File: config.mk
export PLATFORM = sky130hd
export DESIGN_NAME = bis_sequencer
export DESIGN_NICKNAME = d
export VERILOG_FILES = /design/src/bis_pkg.sv /design/src/bis_sequencer.sv
export SDC_FILE = /design/constraint.sdc
export NUM_CORES = 1
export LEC_CHECK = 0
export BUFFER_PORTS_ARGS = -buffer_cell sky130_fd_sc_hd__buf_2
export CORE_MARGIN = 1
export CORE_UTILIZATION = 60
export CTS_CLUSTER_SIZE = 10
export DETAILED_ROUTE_END_ITERATION = 10
export PLACE_DENSITY = 0.78
export SETUP_SLACK_MARGIN = 0.05
export SYNTH_ARGS = -nofsm -noshare
export SYNTH_HDL_FRONTEND = slang
export SYNTH_SLANG_ARGS = --single-unit
File: constraint.sdc
create_clock -name clk_i -period 4.34 [get_ports clk_i]
set_clock_uncertainty 0.05 [all_clocks]
set_input_delay 0.651 -clock clk_i [delete_from_list [all_inputs] [get_ports clk_i]]
set_output_delay 0.651 -clock clk_i [all_outputs]
set_load 0.02 [all_outputs]
File: src/bis_pkg.sv
// package for the burner ignition sequencer: states, timing, register map
// Summary of operation
// - independent process output follows its demand in every state unless diagnostic mode selected.
// - after reset in automatic mode the sequencer sits in stopped.
// - stop key forces stopped from every state except alarm states.
// - release of qualified ok goes to start-up, or idle when on demand.
// - stopped closes every valve but the independent process one and asserts the alarm output.
// - start-up checks closure proof; active gives closure fault, else pre-purge.
// - pre-purge reloads ignition retries, waits pre-purge time, then ignite.
// - ignite drives igniter, opens shutdown and pilot valves for ignition time.
// - flame sensed during ignite moves to establish pilot.
// - ignition time expiring without flame moves to purge.
// - purge closes valves; retries left wait purge time then ignite, else wait.
// - wait closes valves; wait retries left wait then pre-purge, else pilot fault.
// - establish pilot needs steady flame all duration; loss reloads, goes ignite.
// - pilot on goes active when a process is active; flame loss relights.
// - idle closes valves, waits for demand with no limit, then start-up.
// - on demand lights the pilot only when some process needs flame.
// - active state opens each demanded process valve; one state serves every set.
package bis_pkg;
  localparam int BIS_CLK_HZ = 100_000_000;
  localparam int BIS_TICK_S = 1;
  localparam int BIS_TICK_CYC = BIS_CLK_HZ * BIS_TICK_S;
  localparam int BIS_OKHOLD_S = 1;
  localparam int BIS_TW = 16;
  localparam int BIS_RW = 8;
  localparam int BIS_NPRC = 3;
  // apb byte offsets
  localparam logic [7:0] BIS_A_CTRL = 8'h00;
  localparam logic [7:0] BIS_A_PRE = 8'h04;
  localparam logic [7:0] BIS_A_IGN = 8'h08;
  localparam logic [7:0] BIS_A_PRG = 8'h0c;
  localparam logic [7:0] BIS_A_WAIT = 8'h10;
  localparam logic [7:0] BIS_A_PEST = 8'h14;
  localparam logic [7:0] BIS_A_RTRY = 8'h18;
  localparam logic [7:0] BIS_A_STAT = 8'h1c;
  // ctrl fields
  localparam int BIS_C_ONDEM = 0;
  localparam int BIS_C_DIAG = 1;
  // reset values of durations (seconds) and retries
  localparam logic [BIS_TW-1:0] BIS_PRE_RST = 16'h003c;
  localparam logic [BIS_TW-1:0] BIS_IGN_RST = 16'h000a;
  localparam logic [BIS_TW-1:0] BIS_PRG_RST = 16'h001e;
  localparam logic [BIS_TW-1:0] BIS_WAIT_RST = 16'h012c;
  localparam logic [BIS_TW-1:0] BIS_PEST_RST = 16'h000a;
  localparam logic [BIS_RW-1:0] BIS_IRTY_RST = 8'h03;
  localparam logic [BIS_RW-1:0] BIS_WRTY_RST = 8'h03;

  typedef enum logic [3:0] {
    BIS_STOP = 4'h0,
    BIS_START = 4'h1,
    BIS_PRE = 4'h3,
    BIS_IGN = 4'h2,
    BIS_PEST = 4'h6,
    BIS_PON = 4'h7,
    BIS_ACT = 4'h5,
    BIS_PRG = 4'h4,
    BIS_WAIT = 4'hc,
    BIS_IDLE = 4'hd,
    BIS_POCF = 4'hf,
    BIS_PLTF = 4'he
  } bis_state_t;

  typedef struct packed {
    logic emergency_shutdown_valve;
    logic pilot;
    logic igniter;
    logic [BIS_NPRC-1:0] prc;
    logic alarm;
  } bis_out_t;
endpackage

File: src/bis_sequencer.sv
// burner ignition sequencer with apb configuration registers
//
// Decided for this implementation: the address map and the APB interface to the registers.
`timescale 1ns/1ns
module bis_sequencer #(
  parameter int TICK_CYC = bis_pkg::BIS_TICK_CYC
) (
  input wire logic clk_i, // 100 mhz clock
  input wire logic arst_n_i, // async reset, low
  input wire logic psel_i, // apb select
  input wire logic penable_i, // apb enable
  input wire logic pwrite_i, // apb direction
  input wire logic [7:0] paddr_i, // apb byte address
  input wire logic [31:0] pwdata_i, // apb write data
  output logic [31:0] prdata_o, // apb read data
  output logic pready_o, // apb ready
  output logic pslverr_o, // apb error
  input wire logic flame_i, // flame sensed (pin)
  input wire logic closure_proof_input_i, // closure proof active (pin)
  input wire logic [2:0] demand_i, // process demand (pins)
  input wire logic indep_demand_i, // independent process demand (pin)
  input wire logic key_ok_i, // ok key (pin)
  input wire logic key_stop_i, // stop key (pin)
  input wire logic start_sel_i, // start menu entry selected
  input wire logic alarm_state_i, // alarm handling owns the sequencer
  output bis_pkg::bis_out_t outs_o, // valve, igniter, alarm drive
  output logic independent_process_o, // independent process valve
  output bis_pkg::bis_state_t state_o // current state
);
  import bis_pkg::*;

  // two-flop synchronisers for pins
  logic [7:0] sy1_r, sy2_r;
  always_ff @(posedge clk_i or negedge arst_n_i) begin
    if (!arst_n_i) begin
      sy1_r <= 8'h00;
      sy2_r <= 8'h00;
    end else begin
      sy1_r <= {flame_i, closure_proof_input_i, demand_i, indep_demand_i,
                key_ok_i, key_stop_i};
      sy2_r <= sy1_r;
    end
  end
  logic flame, poc, indep, ok, stop;
  logic [2:0] dem;
  assign flame = sy2_r[7];
  assign poc = sy2_r[6];
  assign dem = sy2_r[5:3];
  assign indep = sy2_r[2];
  assign ok = sy2_r[1];
  assign stop = sy2_r[0];

  // configuration registers
  logic ondem_r, diag_r;
  logic [BIS_TW-1:0] pre_r, ign_r, prg_r, wait_r, pest_r;
  logic [BIS_RW-1:0] irty_cfg_r, wrty_cfg_r;
  logic wr;
  assign wr = psel_i && penable_i && pwrite_i;
  assign pready_o = 1'b1;
  always_ff @(posedge clk_i or negedge arst_n_i) begin
    if (!arst_n_i) begin
      ondem_r <= 1'b0;
      diag_r <= 1'b0;
      pre_r <= BIS_PRE_RST;
      ign_r <= BIS_IGN_RST;
      prg_r <= BIS_PRG_RST;
      wait_r <= BIS_WAIT_RST;
      pest_r <= BIS_PEST_RST;
      irty_cfg_r <= BIS_IRTY_RST;
      wrty_cfg_r <= BIS_WRTY_RST;
    end else if (wr) begin
      case (paddr_i)
        BIS_A_CTRL: begin
          ondem_r <= pwdata_i[BIS_C_ONDEM];
          diag_r <= pwdata_i[BIS_C_DIAG];
        end
        BIS_A_PRE: pre_r <= pwdata_i[BIS_TW-1:0];
        BIS_A_IGN: ign_r <= pwdata_i[BIS_TW-1:0];
        BIS_A_PRG: prg_r <= pwdata_i[BIS_TW-1:0];
        BIS_A_WAIT: wait_r <= pwdata_i[BIS_TW-1:0];
        BIS_A_PEST: pest_r <= pwdata_i[BIS_TW-1:0];
        BIS_A_RTRY: begin
          irty_cfg_r <= pwdata_i[BIS_RW-1:0];
          wrty_cfg_r <= pwdata_i[BIS_RW+15:16];
        end
        default: ;
      endcase
    end
  end

  logic hit;
  always_comb begin
    hit = 1'b1;
    case (paddr_i)
      BIS_A_CTRL, BIS_A_PRE, BIS_A_IGN, BIS_A_PRG, BIS_A_WAIT, BIS_A_PEST,
      BIS_A_RTRY, BIS_A_STAT: hit = 1'b1;
      default: hit = 1'b0;
    endcase
  end
  assign pslverr_o = psel_i && penable_i && !hit;

  // one-second tick and timer
  logic [31:0] div_r;
  logic tick;
  assign tick = (div_r == 32'(TICK_CYC - 1));
  always_ff @(posedge clk_i or negedge arst_n_i) begin
    if (!arst_n_i) div_r <= 32'h0;
    else if (tick) div_r <= 32'h0;
    else div_r <= div_r + 32'h1;
  end

  bis_state_t st_r, st_nxt;
  logic [BIS_TW-1:0] tmr_r;
  logic [BIS_RW-1:0] irty_r, wrty_r;
  logic [15:0] okcnt_r;
  logic ok_q_r, ok_long_r;
  logic ok_rel, tdone, entry;
  assign ok_rel = ok_q_r && !ok && ok_long_r;
  assign tdone = (tmr_r == '0);
  assign entry = (st_nxt != st_r);

  // ok hold qualification (whole seconds of ticks)
  always_ff @(posedge clk_i or negedge arst_n_i) begin
    if (!arst_n_i) begin
      ok_q_r <= 1'b0;
      okcnt_r <= 16'h0;
      ok_long_r <= 1'b0;
    end else begin
      ok_q_r <= ok;
      if (!ok || !start_sel_i) begin
        okcnt_r <= 16'h0;
        ok_long_r <= ok && ok_long_r && start_sel_i;
      end else if (tick && !ok_long_r) begin
        okcnt_r <= okcnt_r + 16'h1;
        if (okcnt_r + 16'h1 > 16'(BIS_OKHOLD_S)) ok_long_r <= 1'b1;
      end
    end
  end

  always_comb begin
    st_nxt = st_r;
    case (st_r)
      BIS_STOP: if (ok_rel) st_nxt = ondem_r ? BIS_IDLE : BIS_START;
      BIS_START: st_nxt = poc ? BIS_POCF : BIS_PRE;
      BIS_PRE: if (tdone) st_nxt = BIS_IGN;
      BIS_IGN: begin
        if (flame) st_nxt = BIS_PEST;
        else if (tdone) st_nxt = BIS_PRG;
      end
      // purge then retry, or go to wait at once when no ignition retries are left
      BIS_PRG: if (irty_r == '0) st_nxt = BIS_WAIT;
               else if (tdone) st_nxt = BIS_IGN;
      // wait then retry, or pilot fault at once when no wait retries are left
      BIS_WAIT: if (wrty_r == '0) st_nxt = BIS_PLTF;
                else if (tdone) st_nxt = BIS_PRE;
      BIS_PEST: if (!flame) st_nxt = BIS_IGN;
                else if (tdone) st_nxt = BIS_PON;
      BIS_PON: if (!flame) st_nxt = BIS_IGN;
               else if (|dem) st_nxt = BIS_ACT;
               else if (ondem_r) st_nxt = BIS_IDLE;
      BIS_ACT: if (!flame) st_nxt = BIS_IGN;
               else if (dem == 3'h0) st_nxt = ondem_r ? BIS_IDLE : BIS_PON;
      BIS_IDLE: if (|dem) st_nxt = BIS_START;
      BIS_POCF, BIS_PLTF: st_nxt = st_r;
      default: st_nxt = BIS_STOP;
    endcase
    // stop key except in alarm states
    if (stop && !alarm_state_i && st_r != BIS_POCF && st_r != BIS_PLTF)
      st_nxt = BIS_STOP;
  end

  always_ff @(posedge clk_i or negedge arst_n_i) begin
    if (!arst_n_i) st_r <= BIS_STOP;
    else st_r <= st_nxt;
  end

  // shared duration down-counter, reloaded on entry
  always_ff @(posedge clk_i or negedge arst_n_i) begin
    if (!arst_n_i) tmr_r <= '0;
    else if (entry) begin
      case (st_nxt)
        BIS_PRE: tmr_r <= pre_r;
        BIS_IGN: tmr_r <= ign_r;
        BIS_PRG: tmr_r <= prg_r;
        BIS_WAIT: tmr_r <= wait_r;
        BIS_PEST: tmr_r <= pest_r;
        default: tmr_r <= '0;
      endcase
    end else if (tick && !tdone) tmr_r <= tmr_r - 1'b1;
  end

  // retry counters
  always_ff @(posedge clk_i or negedge arst_n_i) begin
    if (!arst_n_i) begin
      irty_r <= BIS_IRTY_RST;
      wrty_r <= BIS_WRTY_RST;
    end else begin
      if (entry && st_nxt == BIS_PRE) irty_r <= irty_cfg_r;
      else if (entry && st_nxt == BIS_IGN && st_r != BIS_PRG &&
               st_r != BIS_PRE)
        irty_r <= irty_cfg_r;
      else if (st_r == BIS_PRG && st_nxt == BIS_IGN) irty_r <= irty_r - 1'b1;
      if (st_r == BIS_WAIT && st_nxt == BIS_PRE) wrty_r <= wrty_r - 1'b1;
      else if (entry && st_nxt == BIS_START) wrty_r <= wrty_cfg_r;
    end
  end

  // output drive, registered
  bis_out_t o_nxt;
  always_comb begin
    o_nxt = '0;
    case (st_r)
      BIS_STOP: o_nxt.alarm = 1'b1;
      // ignite opens shutdown and pilot valves
      BIS_IGN: begin
        o_nxt.emergency_shutdown_valve = 1'b1;
        o_nxt.pilot = 1'b1;
        o_nxt.igniter = 1'b1;
      end
      BIS_PEST, BIS_PON: begin
        o_nxt.emergency_shutdown_valve = 1'b1;
        o_nxt.pilot = 1'b1;
      end
      BIS_ACT: begin
        o_nxt.emergency_shutdown_valve = 1'b1;
        o_nxt.pilot = 1'b1;
        o_nxt.prc = dem;
      end
      // valves closed, pilot and igniter off
      BIS_PRG, BIS_WAIT, BIS_IDLE: o_nxt = '0;
      BIS_POCF, BIS_PLTF: o_nxt.alarm = 1'b1;
      default: o_nxt = '0;
    endcase
  end

  always_ff @(posedge clk_i or negedge arst_n_i) begin
    if (!arst_n_i) begin
      outs_o <= '0;
      independent_process_o <= 1'b0;
    end else begin
      outs_o <= o_nxt;
      independent_process_o <= indep && !diag_r;
    end
  end

  assign state_o = st_r;

  // read data
  always_ff @(posedge clk_i or negedge arst_n_i) begin
    if (!arst_n_i) prdata_o <= 32'h0;
    else if (psel_i && !penable_i && !pwrite_i) begin
      case (paddr_i)
        BIS_A_CTRL: prdata_o <= {30'h0, diag_r, ondem_r};
        BIS_A_PRE: prdata_o <= {16'h0, pre_r};
        BIS_A_IGN: prdata_o <= {16'h0, ign_r};
        BIS_A_PRG: prdata_o <= {16'h0, prg_r};
        BIS_A_WAIT: prdata_o <= {16'h0, wait_r};
        BIS_A_PEST: prdata_o <= {16'h0, pest_r};
        BIS_A_RTRY: prdata_o <= {8'h0, wrty_cfg_r, 8'h0, irty_cfg_r};
        BIS_A_STAT: prdata_o <= {tmr_r, wrty_r[3:0], irty_r[3:0],
                                 4'h0, st_r};
        default: prdata_o <= 32'h0;
      endcase
    end
  end
endmodule

==> results by group, run 1 <==
STA
  – Minimum clock period: 3.91 ns
  – Final setup vio count: 0
  – Worst Setup Slack, final: about 0.43 ns
  – Rel. slew slack: between 10% and 20%
  – Final Hold Fails: 0
  – RSZ-0062 raised after global routing: false
  – Setup TNS Final: 0 ns
  – Max-slew violation count: 0
  – Fmax: about 0.26 GHz
  – Post-route clock period utilization: 90.0%
  – Worst-Margin Slew: around 1.2 ns

Logic synthesis
  – Mapped Cells: roughly 1200
  – Mapped Area: about 12000 um2
  – Post-synth ARST share: 100%
  – Post-synth EDFFs: 0
  – Synth unique cells: 85
  – Yosys warnings: 0
  – Register area share after synthesis: just under 50%
  – Syn nets: 1213
  – Main synth FF type: dfrtp_1
  – Yosys reg bits: 239
  – Avg Cell Area, Syn: about 11 um2

Detailed routing
  – Iter 0 DRT Violations: ~1000
  – Routed Antenna Nets: 0
  – Met1 WL: around 13000 um
  – Drt pass-1 iters: 8
  – WL met2: ~15000 um
  – Post-DR wirelength/cell: 20.8 um
  – WL final: between 30000 and 40000 um
  – Max Used Layer: met4
  – Vias/cell: 6.47
  – Met3 WL: between 2000 and 3000 um
  – Routed vias: 9923
  – # DRC: 0

Setup path
  – Arr. time, crit path: 4.26 ns
  – CP Launch Point: wrty_r[0]$_DFFE_PN1P_
  – CP startpoint kind: register
  – Kind of critical path: reg2reg
  – Setup crit end kind: register
  – CP Max Fanout: 9
  – Reg-to-Reg Start: wrty_r[0]$_DFFE_PN1P_
  – Worst EP required: between 4 and 5 ns

Power and ir drop
  – Pwr dens: approximately 330 nW/um2
  – Clock power share: between 40% and 50%
  – Leakage: between 6 and 7 nW
  – Peak supply drop: around 0.34 mV
  – Sequential fraction of design power: 50.2%
  – Sw Pwr: just under 0.001 W
  – Cell Int Power: around 0.0035 W
  – Sw Share: 21.6%
  – Comb pwr share: under 10%

Die
  – Core Region: 19700 um2
  – Die height: between 100 and 150 um
  – Initial Util: 61.9%
  – Row count: 51
  – Die Footprint: between 20000 and 25000 um2
  – Top Ports: just over 100
  – Die Wd: between 100 and 150 um

Cells and area
  – Ant. Diodes: 0
  – Layout cells sized above 1: approximately a quarter
  – Final net count: 1307
  – Area Growth Syn to Fin: 13.5%
  – Post-route insts no fill: 1533

Global routing
  – Largest net degree at the start of global routing: 111
  – Total grt overflow: 0
  – Antenna violations before repair: 0
  – First-pass GRT wire length: a little over 50000 um
  – Vias in the first global route: between 9000 and 10000
  – GRT Total Usage: 31.5%

CTS
  – Post-cts gate resize count: 0
  – CTS Buf Count: 28
  – Latest clock arrival within the worst-skew pair: approximately 0.54 ns
  – CTS root buf: clkbuf_16
  – Clock transition at path regs: roughly 0.060 ns
  – CTS tree: built
  – CTS max path bufs: 3
  – # H-tree levels: 1
  – Clk sink count: between 200 and 250
  – Hold buffers post-CTS: 0
  – Post-CTS Setup Inserts: 0

Status
  – Status: completed

Place
  – Placer Congestion: approximately 0.91
  – HPWL after DPL: around 22000 um
  – DP Cell Count: between 1000 and 1500
  – IO Port Bufs: 91
  – Pre-CTS worst setup slack: around 0.54 ns

Hold path
  – Hold Crit Class: in2async

Job
  – Max-Cap Viols: 0
==> path summary, 6_finish.rpt <==
path                                           end  slack, ns  cells after the start
min                        okcnt_r[10]$_DFFE_PN0P_       0.11                      1
min reg2reg                     sy2_r[0]$_DFF_PN0_       0.30                      0
max                          wrty_r[7]$_DFFE_PN0P_       0.43                     10
max in group asynchronous    wait_r[8]$_DFFE_PN1P_       3.21                      2
min in group clk_i              sy1_r[2]$_DFF_PN0_       0.17                      1
max reg2reg                  wrty_r[7]$_DFFE_PN0P_       0.43                     10
==> routing by layer <==
layer / GRT usage [%] / vias to the layer above
met5: 0 / -
met4: 12.9 / 0
met3: 6.06 / 103
met2: 50.9 / 475
met1: 41.6 / 4895
li1: - / 4450
==> power groups by stage <==
stage | Combinational, W | Sequential, W | Clock (W)
after floorplan | 0.0000358 | 0.00230 | 0
after global placement | 0.000124 | 0.00231 | 0
after detailed placement | 0.000127 | 0.00231 | 0
after CTS | 0.000128 | 0.00227 | 0.00217
after global routing | 0.000141 | 0.00227 | 0.00226
final | 0.000125 | 0.00227 | 0.00213
==> layout make-up <==
type | instances | area (um2)
fill | 1454 | 5860
clock buffer | 51 | 818
clock inverter | 1 | 5.00
timing repair buffer | 123 | 731
multi-input combinational | 827 | 5860
sequential | 239 | 6010
tap | 265 | 332
inverter | 27 | 101
==> synthesized netlist by cell type, types with 5 or more instances <==
| library cell | n | area, um2 |
|---|---|---|
| nand2b_1 | 6 | 37.5 |
| o2bb2ai_1 | 8 | 70.1 |
| nand2_1 | 110 | 413 |
| xor2_1 | 37 | 324 |
| o21ai_0 | 51 | 255 |
| ha_1 | 6 | 75.1 |
| buf_2 | 7 | 35.0 |
| or3_1 | 15 | 93.8 |
| xnor2_1 | 24 | 210 |
| mux2i_1 | 14 | 140 |
| dfstp_2 | 24 | 631 |
| clkbuf_1 | 41 | 154 |
| a211oi_1 | 7 | 52.6 |
| a21o_1 | 12 | 90.1 |
| a222oi_1 | 9 | 90.1 |
| mux2_2 | 99 | 1110 |
| and3_1 | 25 | 156 |
| and2_1 | 13 | 81.3 |
| a22oi_1 | 25 | 188 |
| nand3_1 | 41 | 205 |
| a31oi_1 | 8 | 50.1 |
| nand3b_1 | 5 | 37.5 |
| a221oi_1 | 15 | 131 |
| a22o_1 | 17 | 149 |
| a2bb2oi_1 | 7 | 61.3 |
| a221o_1 | 7 | 70.1 |
| a311oi_1 | 5 | 43.8 |
| a21oi_1 | 43 | 215 |
| nand4_1 | 14 | 87.6 |
| dfrtp_1 | 215 | 5380 |
| inv_1 | 26 | 97.6 |
| or4_1 | 9 | 67.6 |
| nor3_1 | 36 | 180 |
| nor2_1 | 73 | 274 |
| nor4_1 | 9 | 56.3 |
| buf_4 | 5 | 37.5 |
==> critical path, cell delays in order (launching register included) <==
cell,delay (ns)
dfstp_2,0.62
inv_1,0.06
ha_1,0.23
nor4b_1,0.16
a211oi_2,0.38
a2bb2oi_1,0.38
nand4_2,0.38
or3_1,0.66
nor3_2,0.49
a21boi_1,0.13
o221a_1,0.25
==> through the flow <==
step,power (W),util [%],cell area [um2],hold WS [ns]
floorplan,0.00234,-,12200,0.281
global placement,0.00243,66.1,13000,0.283
detailed placement,0.00244,66.1,13000,0.287
CTS,0.00456,70.3,13900,0.144
global route,0.00467,70.3,13900,0.149
finish,0.00452,70.3,13900,0.112
==> layout by cell type, fill, tap and decap left out, types with 7 or more instances in the layout <==
| cell | n |
|---|---|
| o21ai_0 | 51 |
| inv_1 | 26 |
| a2bb2oi_1 | 7 |
| nor2_1 | 73 |
| mux2_2 | 99 |
| a22o_1 | 17 |
| nor3_2 | 9 |
| clkbuf_1 | 21 |
| o2bb2ai_1 | 8 |
| nor3_1 | 29 |
| mux2i_1 | 14 |
| a221o_1 | 7 |
| xor2_1 | 37 |
| nand4_1 | 14 |
| buf_4 | 30 |
| a221oi_1 | 15 |
| buf_2 | 90 |
| a22oi_1 | 25 |
| dfrtp_1 | 215 |
| or4_1 | 9 |
| and3_1 | 25 |
| and2_1 | 13 |
| a211oi_1 | 7 |
| nand3_1 | 41 |
| nor4_1 | 8 |
| a31oi_1 | 8 |
| a222oi_1 | 9 |
| a21oi_1 | 43 |
| nand2_1 | 110 |
| xnor2_1 | 24 |
| a21o_1 | 12 |
| clkbuf_16 | 29 |
| dfstp_2 | 24 |
| or3_1 | 15 |
==> sequential cells by signal (all words and copies together) (netlist names), 16 cells and up <==
signal and flops:
div_r 32, ign_r 16, okcnt_r 16, pest_r 16, prdata_o 32, pre_r 16
prg_r 16, tmr_r 16, wait_r 16
==> logic make-up after synthesis <==
family / Yosys count / synth area share [%]
adder cells (fa/ha/maj): 6 / 0.615
AO/OA/AOI/OAI: 251 / 15.2
other: 1 / 0.0307
XOR/XNOR: 61 / 4.38
buffers and inverters: 86 / 3.12
AND/OR/NAND/NOR: 393 / 17.0
multiplexers: 115 / 10.5
flip-flops: 239 / 49.2
Note: power is estimated with default switching activity, not from simulation.
==> run 2, diff against run 1 <==
CORE_UTILIZATION = 40   (was 60)
PLACE_DENSITY = 0.55   (was 0.78)
==> run 2 against run 1 <==
Net effect:
- non-clock buffer count up 5
- first-iteration DRC count down 23%
- critical path type unchanged
- combinational power about the same
- worst hold slack worse by 0.028 ns
- clock-buffer cell count down 1
- sequential power about the same
- core utilization down 23 points
- cell count up 8.4%
==> results by group, run 2 (same netlist as run 1, synthesis figures left out) <==
CTS
  – Clk sink count: 239 (unchanged)
  – CTS root buf: clkbuf_16
  – Post-CTS Setup Inserts: 0 (unchanged)
  – Post-cts gate resize count: 0 (unchanged)
  – Hold buffers post-CTS: 0 (unchanged)
  – Clock transition at path regs: 0.06 ns (about the same)
  – CTS tree: built
  – CTS Buf Count: 28 (unchanged)
  – CTS max path bufs: 3 (unchanged)
  – Latest clock arrival within the worst-skew pair: 0.55 ns (about the same)
  – # H-tree levels: 1 (unchanged)

Power and ir drop
  – Sequential fraction of design power: 49.9% (-0.3 points)
  – Cell Int Power: 0.00353 W (-0.51%)
  – Clock power share: 47.3% (+0.3 points)
  – Sw Share: 22.4% (+0.87 points)
  – Pwr dens: 324 nW/um2 (-0.78%)
  – Leakage: 6.43 nW (+0.37%)
  – Peak supply drop: 0.297 mV (-12%)
  – Comb pwr share: 2.8% (about the same)
  – Sw Pwr: 0.00102 W (+4.7%)

Setup path
  – Crit path to: wrty_r[7]$_DFFE_PN0P_
  – Cells along the critical path: inv_1 > ha_1 > nor4b_1 > a211oi_2 > a2bb2oi_1 > nand4_2 > or3_1 > nor3_2 > a21boi_1 > o221a_1
  – WP depth: 10 (unchanged)
  – Worst path top cell family by delay: simple AND/OR/NAND/NOR gates
  – Reg2Reg Setup Slack: 0.41 ns (-0.02 ns)
  – Reg-to-Reg Start: wrty_r[0]$_DFFE_PN1P_
  – R2r endpoint: wrty_r[7]$_DFFE_PN0P_
  – Worst Reg2Reg Path Length in Cells: 10 (unchanged)
  – Kind of critical path: reg2reg
  – Worst path max stage delay: 0.69 ns (+0.03 ns)
  – CP startpoint kind: register
  – CP Max Fanout: 9 (unchanged)
  – CP Launch Point: wrty_r[0]$_DFFE_PN1P_
  – Arr. time, crit path: 4.31 ns (+0.05 ns)
  – Slowest CP cell: or3_1
  – Worst EP required: 4.72 ns (+0.02 ns)
  – Crit path buffers/inverters: 1 (unchanged)
  – Setup crit end kind: register

Detailed routing
  – WL final: 34900 um (+9.5%)
  – Routed vias: 9585 (-3.4%)
  – Post-DR wirelength/cell: 21.0 um (+0.99%)
  – Vias/cell: 5.77 (-11%)
  – Routed Antenna Nets: 0 (unchanged)
  – # DRC: 0 (unchanged)
  – Iter 0 DRT Violations: 787 (-23%)
  – Drt pass-1 iters: 6 (-2)

Die
  – Initial Util: 41.0% (-21 points)
  – Core Region: 29800 um2 (+51%)
  – Top Ports: 101 (unchanged)
  – Die height: 177 um (+22%)
  – Row count: 63 (+24%)
  – Die Wd: 177 um (+22%)
  – Die Footprint: 31200 um2 (+49%)

Place
  – HPWL after DPL: 23600 um (+9.3%)
  – Placer Congestion: 0.827 (-8.7%)
  – IO Port Bufs: 91 (unchanged)

Global routing
  – Total grt overflow: 0 (unchanged)
  – Antenna violations before repair: 0 (unchanged)
  – First-pass GRT wire length: 55300 um (+9.4%)
  – GRT Total Usage: 22.8% (-8.7 points)
  – Largest net degree at the start of global routing: 120 (+8.1%)
  – Vias in the first global route: 9477 (-0.77%)

STA
  – Setup TNS Final: 0 ns (unchanged)
  – Minimum clock period: 3.93 ns (+0.0220 ns)
  – Worst-Margin Slew: 1.00 ns (-0.207 ns)
  – Final setup vio count: 0 (unchanged)
  – Post-route clock period utilization: 90.5% (+0.51 points)
  – Final Hold Fails: 0 (unchanged)
  – Fmax: 0.255 GHz (-0.56%)
  – Rel. slew slack: 32.9% (+14 points)
  – RSZ-0062 raised after global routing: false
  – Max-slew violation count: 0 (unchanged)

Cells and area
  – Layout cells sized above 1: 25.4% (+0.31 points)
  – Final net count: 1312 (+0.38%)
  – Top Registers: div_r: 32 flops, prdata_o: 32 flops
  – Area Growth Syn to Fin: 15.1%
  – Most frequent cells in the layout: dfrtp_1 (215), nand2_1 (110), mux2_2 (99), buf_2 (90), nor2_1 (73)
  – Commonest non-fill, non-tap cell in the layout: dfrtp_1
  – Util after Layout: 47.1% (-23 points)
  – Ant. Diodes: 0 (unchanged)

Status
  – Status: completed

Job
  – Max-Cap Viols: 0 (unchanged)

Hold path
  – Hold Crit Class: in2async
## run 2: cell count changes in the layout (fill, tap and decap cells not counted), sizes merged
cell    previous run  this run
buf              123       128
clkbuf            51        50
## run 2: metrics by stage
stage	hold WS (ns)	setup WS [ns]	std cells	area, um2	total power (W)
after floorplan	0.281	1.14	1152	12200	0.00234
after detailed placement	0.286	0.433	1611	13200	0.00244
final	0.0835	0.412	1662	14000	0.00455
after CTS	0.132	0.407	1662	14000	0.00462
after global routing	0.141	0.157	1662	14000	0.00472
after global placement	0.284	0.493	1611	13200	0.00244
## run 2: per-layer routing
layer | routed length, um | up-vias | track usage [%]
li1 | - | 4449 | -
met1 | 15900 | 4758 | 33.1
met2 | 15600 | 320 | 35.0
met3 | 2480 | 58 | 2.99
met4 | 953 | 0 | 7.33
met5 | 0 | - | 0
## run 2: worst reg2reg max path: stages, from the launching register on
cell and delay [ns]:
dfstp_2 0.62, inv_1 0.06, ha_1 0.23, nor4b_1 0.16
a211oi_2 0.38, a2bb2oi_1 0.39, nand4_2 0.38, or3_1 0.69
nor3_2 0.47, a21boi_1 0.13, o221a_1 0.24
## run 2: area by class of cell
class | count | area [um2]
clock buffer | 50 | 803
clock inverter | 1 | 16.3
fill | 2794 | 15700
inverter | 27 | 101
multi-input combinational | 827 | 5870
sequential | 239 | 6010
tap | 390 | 488
timing repair buffer | 128 | 756
## run 2: power groups by stage
stage	registers (W)	clock network (W)	logic, W
detailed placement	0.00231	0	0.000132
finish	0.00227	0.00215	0.000128
floorplan	0.00230	0	0.0000358
global route	0.00227	0.00230	0.000146
CTS	0.00227	0.00221	0.000133
global placement	0.00231	0	0.000132
## run 2: worst min-delay path by stage
stage / start / to / depth (start not counted) / slack [ns]
after CTS: indep_demand_i / sy1_r[2]$_DFF_PN0_ / 1 / 0.13
after floorplan: sy1_r[0]$_DFF_PN0_ / sy2_r[0]$_DFF_PN0_ / 0 / 0.28
after global placement: sy1_r[2]$_DFF_PN0_ / sy2_r[2]$_DFF_PN0_ / 0 / 0.28
after detailed placement: sy1_r[7]$_DFF_PN0_ / sy2_r[7]$_DFF_PN0_ / 0 / 0.29
after global routing: indep_demand_i / sy1_r[2]$_DFF_PN0_ / 1 / 0.14
final: arst_n_i / okcnt_r[14]$_DFFE_PN0P_ / 1 / 0.08
